==> src/mma_defs.vh <==
`ifndef MMA_DEFS_VH
`define MMA_DEFS_VH

// Strap threshold and scaling, millivolts
`define MMA_STRAP_THRESH_MV     12'h0FA
`define MMA_STRAP_DIV           16'h1388
`define MMA_CLK_MHZ             100
// Pulse gap limit in ms, window length in ms
`define MMA_GAP_MS              25
`define MMA_WIN_MS              250
`define MMA_CYC_PER_MS          100000
`define MMA_GAP_CYC             (`MMA_GAP_MS * `MMA_CYC_PER_MS)
`define MMA_WIN_CYC             (`MMA_WIN_MS * `MMA_CYC_PER_MS)
`define MMA_PULSE_MIN           4'h8
// Mode encodings
`define MMA_MODE_INTERNAL       1'b0
`define MMA_MODE_EXTERNAL       1'b1

`endif

==> src/mma_modulator_mode_arbiter.v <==
`timescale 1ns/1ps
`include "mma_defs.vh"

module mma_modulator_mode_arbiter #(
    parameter integer GAP_CYC = `MMA_GAP_CYC,
    parameter integer WIN_CYC = `MMA_WIN_CYC
) (
    input  wire        clk_sys,
    input  wire        nrst,
    input  wire [11:0] strap_mv,
    input  wire [31:0] strap_resistor,
    input  wire        mcu_modulation_input,
    input  wire        internal_mod_data,
    output reg         modulation_switch_a,
    output reg         modulation_switch_b,
    output reg         bypass_active,
    output reg         standalone_cfg,
    output reg  [15:0] target_mv
);
    // ------------------------------------------------------------
    // Constants and state codes
    // ------------------------------------------------------------
    localparam [1:0]  ST_SETTLE   = 2'b00;
    localparam [1:0]  ST_FIXED    = 2'b01;
    localparam [1:0]  ST_INT      = 2'b10;
    localparam [1:0]  ST_EXT      = 2'b11;
    localparam [1:0]  SETTLE_LAST = 2'h2;
    localparam [3:0]  PULSE_MIN   = `MMA_PULSE_MIN;
    localparam [3:0]  RUN_LAST    = `MMA_PULSE_MIN - 4'h1;
    localparam [31:0] WIN_LAST    = WIN_CYC - 1;
    localparam [31:0] GAP_LIM     = GAP_CYC;
    localparam [15:0] STRAP_DIV   = `MMA_STRAP_DIV;
    localparam [11:0] STRAP_THR   = `MMA_STRAP_THRESH_MV;

    // ------------------------------------------------------------
    // Declarations
    // ------------------------------------------------------------
    reg  [11:0] strap_mv_s1_reg;
    reg  [11:0] strap_mv_s2_reg;
    reg  [31:0] strap_res_s1_reg;
    reg  [31:0] strap_res_s2_reg;
    reg  [1:0]  settle_cnt_reg;
    reg  [1:0]  settle_cnt_next;
    reg  [1:0]  state_reg;
    reg  [1:0]  state_next;
    reg         mod_prev_reg;
    reg  [31:0] gap_cnt_reg;
    reg  [31:0] gap_cnt_next;
    reg  [3:0]  run_cnt_reg;
    reg  [3:0]  run_cnt_next;
    reg  [31:0] win_cnt_reg;
    reg  [31:0] win_cnt_next;
    reg  [3:0]  win_pulses_reg;
    reg  [3:0]  win_pulses_next;
    reg         drive_next;
    wire        mod_in_sync;
    wire        rise;
    wire        gap_ok;
    wire        capture_now;
    wire        strap_above;
    wire [31:0] quotient;
    wire        train_step;
    wire        train_done;
    wire        window_end;
    wire [4:0]  win_total;
    wire        bypass_next;

    // ------------------------------------------------------------
    // Input synchronisation
    // ------------------------------------------------------------
    mma_sync2 u_sync (
        .clk_sys (clk_sys),
        .nrst    (nrst),
        .d_in    (mcu_modulation_input),
        .q_out   (mod_in_sync)
    );

    // Strap level and resistor come from the analog side
    always @(posedge clk_sys or negedge nrst) begin
        if (!nrst) begin
            strap_mv_s1_reg  <= 12'h000;
            strap_mv_s2_reg  <= 12'h000;
            strap_res_s1_reg <= 32'h0000_0000;
            strap_res_s2_reg <= 32'h0000_0000;
        end else begin
            strap_mv_s1_reg  <= strap_mv;
            strap_mv_s2_reg  <= strap_mv_s1_reg;
            strap_res_s1_reg <= strap_resistor;
            strap_res_s2_reg <= strap_res_s1_reg;
        end
    end

    // ------------------------------------------------------------
    // Strap settle and capture
    // ------------------------------------------------------------
    always @* begin
        settle_cnt_next = settle_cnt_reg;
        if (state_reg == ST_SETTLE && settle_cnt_reg != SETTLE_LAST) begin
            settle_cnt_next = settle_cnt_reg + 2'h1;
        end
    end

    always @(posedge clk_sys or negedge nrst) begin
        if (!nrst) begin
            settle_cnt_reg <= 2'h0;
        end else begin
            settle_cnt_reg <= settle_cnt_next;
        end
    end

    assign capture_now = (state_reg == ST_SETTLE) && (settle_cnt_reg == SETTLE_LAST);
    assign strap_above = (strap_mv_s2_reg > STRAP_THR);
    // Resistor in milliohms gives target in millivolts
    assign quotient    = strap_res_s2_reg / STRAP_DIV;

    always @(posedge clk_sys or negedge nrst) begin
        if (!nrst) begin
            standalone_cfg <= 1'b0;
            target_mv      <= 16'h0000;
        end else if (capture_now) begin
            standalone_cfg <= strap_above;
            target_mv      <= quotient[15:0];
        end
    end

    // ------------------------------------------------------------
    // Pulse edges and gap timer
    // ------------------------------------------------------------
    assign rise   = mod_in_sync & ~mod_prev_reg;
    assign gap_ok = (gap_cnt_reg < GAP_LIM);

    always @* begin
        gap_cnt_next = gap_cnt_reg;
        if (rise) begin
            gap_cnt_next = 32'h0000_0000;
        end else if (gap_ok) begin
            gap_cnt_next = gap_cnt_reg + 32'h0000_0001;
        end
    end

    always @(posedge clk_sys or negedge nrst) begin
        if (!nrst) begin
            mod_prev_reg <= 1'b0;
            gap_cnt_reg  <= 32'h0000_0000;
        end else begin
            mod_prev_reg <= mod_in_sync;
            gap_cnt_reg  <= gap_cnt_next;
        end
    end

    // ------------------------------------------------------------
    // Pulse train in stand-alone mode
    // ------------------------------------------------------------
    assign train_step = rise && (run_cnt_reg == 4'h0 || gap_ok);
    assign train_done = (state_reg == ST_INT) && train_step && (run_cnt_reg == RUN_LAST);

    always @* begin
        run_cnt_next = run_cnt_reg;
        if (state_reg != ST_INT) begin
            run_cnt_next = 4'h0;
        end else if (rise) begin
            if (train_done) begin
                run_cnt_next = 4'h0;
            end else if (train_step) begin
                run_cnt_next = run_cnt_reg + 4'h1;
            end else begin
                run_cnt_next = 4'h1;
            end
        end else if (!gap_ok) begin
            run_cnt_next = 4'h0;
        end
    end

    always @(posedge clk_sys or negedge nrst) begin
        if (!nrst) begin
            run_cnt_reg <= 4'h0;
        end else begin
            run_cnt_reg <= run_cnt_next;
        end
    end

    // ------------------------------------------------------------
    // Activity window in stand-alone bypass (ST_EXT only)
    // ------------------------------------------------------------
    assign window_end = (state_reg == ST_EXT) && (win_cnt_reg >= WIN_LAST);
    // Wide sum so a saturated count plus a rise never wraps
    assign win_total  = {1'b0, win_pulses_reg} + {4'h0, rise};

    always @* begin
        win_cnt_next    = win_cnt_reg;
        win_pulses_next = win_pulses_reg;
        if (state_reg != ST_EXT || window_end) begin
            win_cnt_next    = 32'h0000_0000;
            win_pulses_next = 4'h0;
        end else begin
            win_cnt_next = win_cnt_reg + 32'h0000_0001;
            if (rise && win_pulses_reg != PULSE_MIN) begin
                win_pulses_next = win_pulses_reg + 4'h1;
            end
        end
    end

    always @(posedge clk_sys or negedge nrst) begin
        if (!nrst) begin
            win_cnt_reg    <= 32'h0000_0000;
            win_pulses_reg <= 4'h0;
        end else begin
            win_cnt_reg    <= win_cnt_next;
            win_pulses_reg <= win_pulses_next;
        end
    end

    // ------------------------------------------------------------
    // Mode state machine
    // ------------------------------------------------------------
    always @* begin
        state_next = state_reg;
        case (state_reg)
            ST_SETTLE: begin
                if (capture_now) begin
                    state_next = strap_above ? ST_INT : ST_FIXED;
                end
            end
            ST_FIXED: begin
                state_next = ST_FIXED;
            end
            ST_INT: begin
                if (train_done) begin
                    state_next = ST_EXT;
                end
            end
            ST_EXT: begin
                if (window_end && win_total < {1'b0, PULSE_MIN}) begin
                    state_next = ST_INT;
                end
            end
            default: begin
                state_next = ST_SETTLE;
            end
        endcase
    end

    always @(posedge clk_sys or negedge nrst) begin
        if (!nrst) begin
            state_reg <= ST_SETTLE;
        end else begin
            state_reg <= state_next;
        end
    end

    // ------------------------------------------------------------
    // Switch drive
    // ------------------------------------------------------------
    always @* begin
        case (state_reg)
            ST_INT: begin
                drive_next = internal_mod_data;
            end
            ST_EXT, ST_FIXED: begin
                drive_next = mod_in_sync;
            end
            default: begin
                drive_next = 1'b0;
            end
        endcase
    end

    assign bypass_next = (state_reg == ST_EXT) || (state_reg == ST_FIXED);

    always @(posedge clk_sys or negedge nrst) begin
        if (!nrst) begin
            modulation_switch_a <= 1'b0;
            modulation_switch_b <= 1'b0;
            bypass_active       <= 1'b0;
        end else begin
            modulation_switch_a <= drive_next;
            modulation_switch_b <= drive_next;
            bypass_active       <= bypass_next;
        end
    end
endmodule // mma_modulator_mode_arbiter

==> src/mma_sync2.v <==
`timescale 1ns/1ps
module mma_sync2 (
    input  wire clk_sys,
    input  wire nrst,
    input  wire d_in,
    output wire q_out
);
    reg meta_reg;
    reg sync_reg;

    always @(posedge clk_sys or negedge nrst) begin
        if (!nrst) begin
            meta_reg <= 1'b0;
            sync_reg <= 1'b0;
        end else begin
            meta_reg <= d_in;
            sync_reg <= meta_reg;
        end
    end

    assign q_out = sync_reg;
endmodule // mma_sync2

==> config.mk <==
export PLATFORM = sky130hd
export DESIGN_NAME = mma_modulator_mode_arbiter
export DESIGN_NICKNAME = d
export VERILOG_FILES = /design/src/mma_modulator_mode_arbiter.v /design/src/mma_sync2.v
export VERILOG_INCLUDE_DIRS = /design/src
export SDC_FILE = /design/constraint.sdc
export NUM_CORES = 1
export LEC_CHECK = 0
export BUFFER_PORTS_ARGS = -buffer_cell sky130_fd_sc_hd__clkbuf_2
export CORE_ASPECT_RATIO = 2
export CORE_MARGIN = 2
export CORE_UTILIZATION = 40
export CTS_BUF_LIST = sky130_fd_sc_hd__clkbuf_8 sky130_fd_sc_hd__clkbuf_16
export CTS_CLUSTER_DIAMETER = 200
export DETAILED_ROUTE_END_ITERATION = 8
export PLACE_DENSITY_LB_ADDON = 0.12
export SLEW_MARGIN = 30
export SYNTH_ARGS = -nofsm -noshare
export SYNTH_HDL_FRONTEND = slang
export SYNTH_SLANG_ARGS = --single-unit
==> constraint.sdc <==
create_clock -name clk_sys -period 15.8 [get_ports clk_sys]
set_input_delay 3.16 -clock clk_sys [delete_from_list [all_inputs] [get_ports clk_sys]]
set_output_delay 3.16 -clock clk_sys [all_outputs]
set_load 0.01 [all_outputs]
==> results.py <==
metrics = {
    "synthesis": {
        "synth_seq_area_share": 0.331,
        "synthCells": 1639,
        "synth.top_cell.area_share": 0.331,
        "synth_ff_type": "dfrtp_1",
        "synth.distinct_cells": 122,
        "synth_compound_area_frac": 0.290,
        "yosys.area_share.adder": 0.0187,
        "syn_area_per_cell_sq_um": 8.59,
        "ys_ff_latch": 186,
        "synth_edf_count": 0,
        "syn_area_sq_um": 14100,
        "synth_top_family_by_area": "compound AO/OA/AOI/OAI gates",
        "async_flop_share": 1.00,
        "yosysWarnings": 0,
        "yosys.area.top_type": "dfrtp_1",
        "synth_xor_area_frac": 0.0755,
        "yosysMostFrequentCell": "dfrtp_1",
        "yosys.area_share.simple": 0.229,
        "synth_commonest_cells": "dfrtp_1 (186), nor2_1 (182), nand2_1 (150)",
        "synth.area.mux_share": 0.0256,
        "synth_area_leaders": "dfrtp_1 (33%), nor2_1 (4.9%), nand2_1 (4.0%)",
    },
    "sta": {
        "slew_headroom": 0.449,
        "fin_skew_ns": 0.0193,
        "finalHoldViolCount": 0,
        "slew_violations": 0,
        "fin_crit_ns": 16.91,
        "fin_crit_sh": 1.07,
        "tightest_slew_ns": 0.826,
        "setup_viol": 2,
        "clock.fmax_ghz": 0.0591,
        "layout_setup_ws_ns": -1.11,
        "rsz0062_at_grt": "yes",
    },
    "grt": {
        "grt_pass1_vias": 16200,
        "grt_pass1_wl_mm": 77.6,
        "antenna_found_initial": 0,
        "grt.total_usage": 0.264,
        "grt_max_degree": 101,
        "grt_overflow": 0,
    },
    "routing": {
        "via_count": 15400,
        "drtIter0Drc": 536,
        "drt-wirelength-per-cell_um": 17.9,
        "drc_errors": 0,
        "postRouteAntennaNets": 0,
        "vias_per_cell": 5.64,
        "wl_mm": 48.8,
        "drt-pass1-iter-count": 5,
    },
    "cts": {
        "cts_root_buf": "clkbuf_16",
        "clkTransAtPathRegs_ns": 0.07,
        "cts-buffers-inserted": 17,
        "worst_skew_pair.late_latency_ns": 0.44,
        "h-tree-depth": 4,
        "cts_num_sinks": 186,
        "cts_tree": "done",
        "clock_path_buffers": 2,
    },
    "place": {
        "place_congestion": 0.958,
        "placed_area_sq_um": 19500,
        "dp.cells": 2647,
        "numPortBuffers": 67,
        "hpwl_mm": 38.7,
    },
    "floorplan": {
        "die_area_sq_um": 36800,
        "core_sq_um": 34800,
        "rows": 97,
        "dieWidth_um": 137,
        "die-height_um": 269,
        "num_io_pins": 68,
        "initial_utilization": 0.404,
    },
    "run": {
        "maxCapViolations": 0,
    },
    "layout": {
        "final_nets": 2331,
        "final_core_util": 0.611,
        "diodes": 0,
        "final_cells": 2729,
        "design_area_sq_um": 21300,
        "drive_gt1_frac": 0.428,
        "area_growth_pct": 51.2,
        "nFillCells": 3039,
    },
    "critical_path": {
        "worstPathArrival_ns": 17.21,
        "endpoint_kind": "flip-flop",
        "worst-setup-path-type": "flip-flop to flip-flop",
        "start_kind": "flip-flop",
        "max_stage_delay_ns": 0.65,
        "critPathSlowestCell": "or4_4",
        "cpMostUsedCell": "buf_4",
        "required_ns": 16.10,
        "critPathMaxFanout": 8,
    },
    "outcome": {
        "violations": "setup timing",
        "status": "complete, but fails checks",
    },
    "min_path": {
        "hp-class": "flip-flop to flip-flop",
    },
}
==> placed cells by master (no fill, tap or decap), types with 8 or more instances in the layout <==
cell,netlist,routed
nor2_1,182,172
nand3b_1,8,8
o21ai_0,76,69
clkbuf_16,0,17
nor4_1,17,12
a31oi_1,28,21
o211ai_1,25,25
xnor2_2,2,11
xor2_1,50,45
mux2_2,12,10
nand4_1,28,28
inv_1,38,37
nand2b_1,21,20
and3_1,25,23
o31a_1,8,8
a21boi_0,11,8
a21oi_1,80,64
a211oi_1,26,13
buf_4,5,593
nand3_1,56,54
nand2_1,150,143
nor3_1,38,32
or2_2,15,15
nor2_2,1,10
or2_1,8,8
a21oi_2,7,13
o21ai_1,22,20
xnor2_1,64,55
or3_1,14,13
a211oi_2,4,15
a211o_1,18,17
o21a_1,23,21
ha_1,12,12
mux2i_1,21,10
clkbuf_2,0,66
a21oi_4,2,12
and2_1,39,33
dfrtp_1,186,184
a21o_1,16,16
==> cell families (layout without fill, tap and decap cells) <==
kind of cell,Yosys count,count (layout)
compound gates,533,533
xor+xnor,118,118
fa+ha+maj,23,23
buf+inv,100,739
flops,186,186
mux,34,34
other cells,1,7
simple gates,644,644
==> stage by stage <==
step | TNS (ns) | hold slack [ns] | setup WS (ns)
2_1_floorplan | -1.21 | 0.331 | -0.703
3_3_place_gp | -3.28 | 0.332 | -1.57
3_5_place_dp | -3.97 | 0.335 | -1.83
4_1_cts | -2.11 | 0.349 | -1.12
5_1_grt | -3.58 | 0.357 | -1.76
6_report | -2.07 | 0.348 | -1.11
==> layer usage <==
metal | GRT usage | part of all wire
met3 | 0.0276 | 0.021
met5 | 0 | 0
met2 | 0.517 | 0.57
met1 | 0.244 | 0.34
met4 | 0.182 | 0.070
==> path summary, 6_finish.rpt <==
kind                                                start                             end  slack [ns]  cells after the start
max in group asynchronous                            nrst  strap_res_s2_reg[31]$_DFF_PN0_       11.70                      2
hold reg to reg             strap_mv_s1_reg[10]$_DFF_PN0_   strap_mv_s2_reg[10]$_DFF_PN0_        0.35                      0
min in group asynchronous                            nrst      run_cnt_reg[2]$_DFFE_PN0P_        2.76                      1
setup / recovery           strap_res_s2_reg[24]$_DFF_PN0_        target_mv[0]$_DFFE_PN0P_       -1.11                     68
hold / removal              strap_mv_s1_reg[10]$_DFF_PN0_   strap_mv_s2_reg[10]$_DFF_PN0_        0.35                      0
setup reg to reg           strap_res_s2_reg[24]$_DFF_PN0_        target_mv[0]$_DFFE_PN0P_       -1.11                     68
==> critical path, delay by kind of cell, from the launching register on <==
family	cells	cell delay (ns)
flops	1	0.41
fa+ha+maj	2	0.71
xor+xnor	3	0.45
compound gates	37	8.53
buf+inv	6	0.98
mux	4	1.20
simple gates	16	4.50
==> what timing repair did <==
item,in CTS,in global routing
endpoints found under the setup margin,3,3
hold buffers,0,0
pin swaps,35,48
buffers inserted,20,31
resized for setup,74,96
==> area by class of cell <==
cell class	instances	area, sq um	area share
well taps	445	557	0.0262
flip-flops and latches	186	4660	0.219
clock inverters	14	150	0.00705
clock buffers	18	439	0.0206
multi-input cells	1359	10400	0.489
inverters	38	143	0.00670
repair buffers	669	4920	0.231
Power is left out: the tool's default activity adds up to more than one toggle a clock period on the data nets, which glitch-free logic cannot reach.
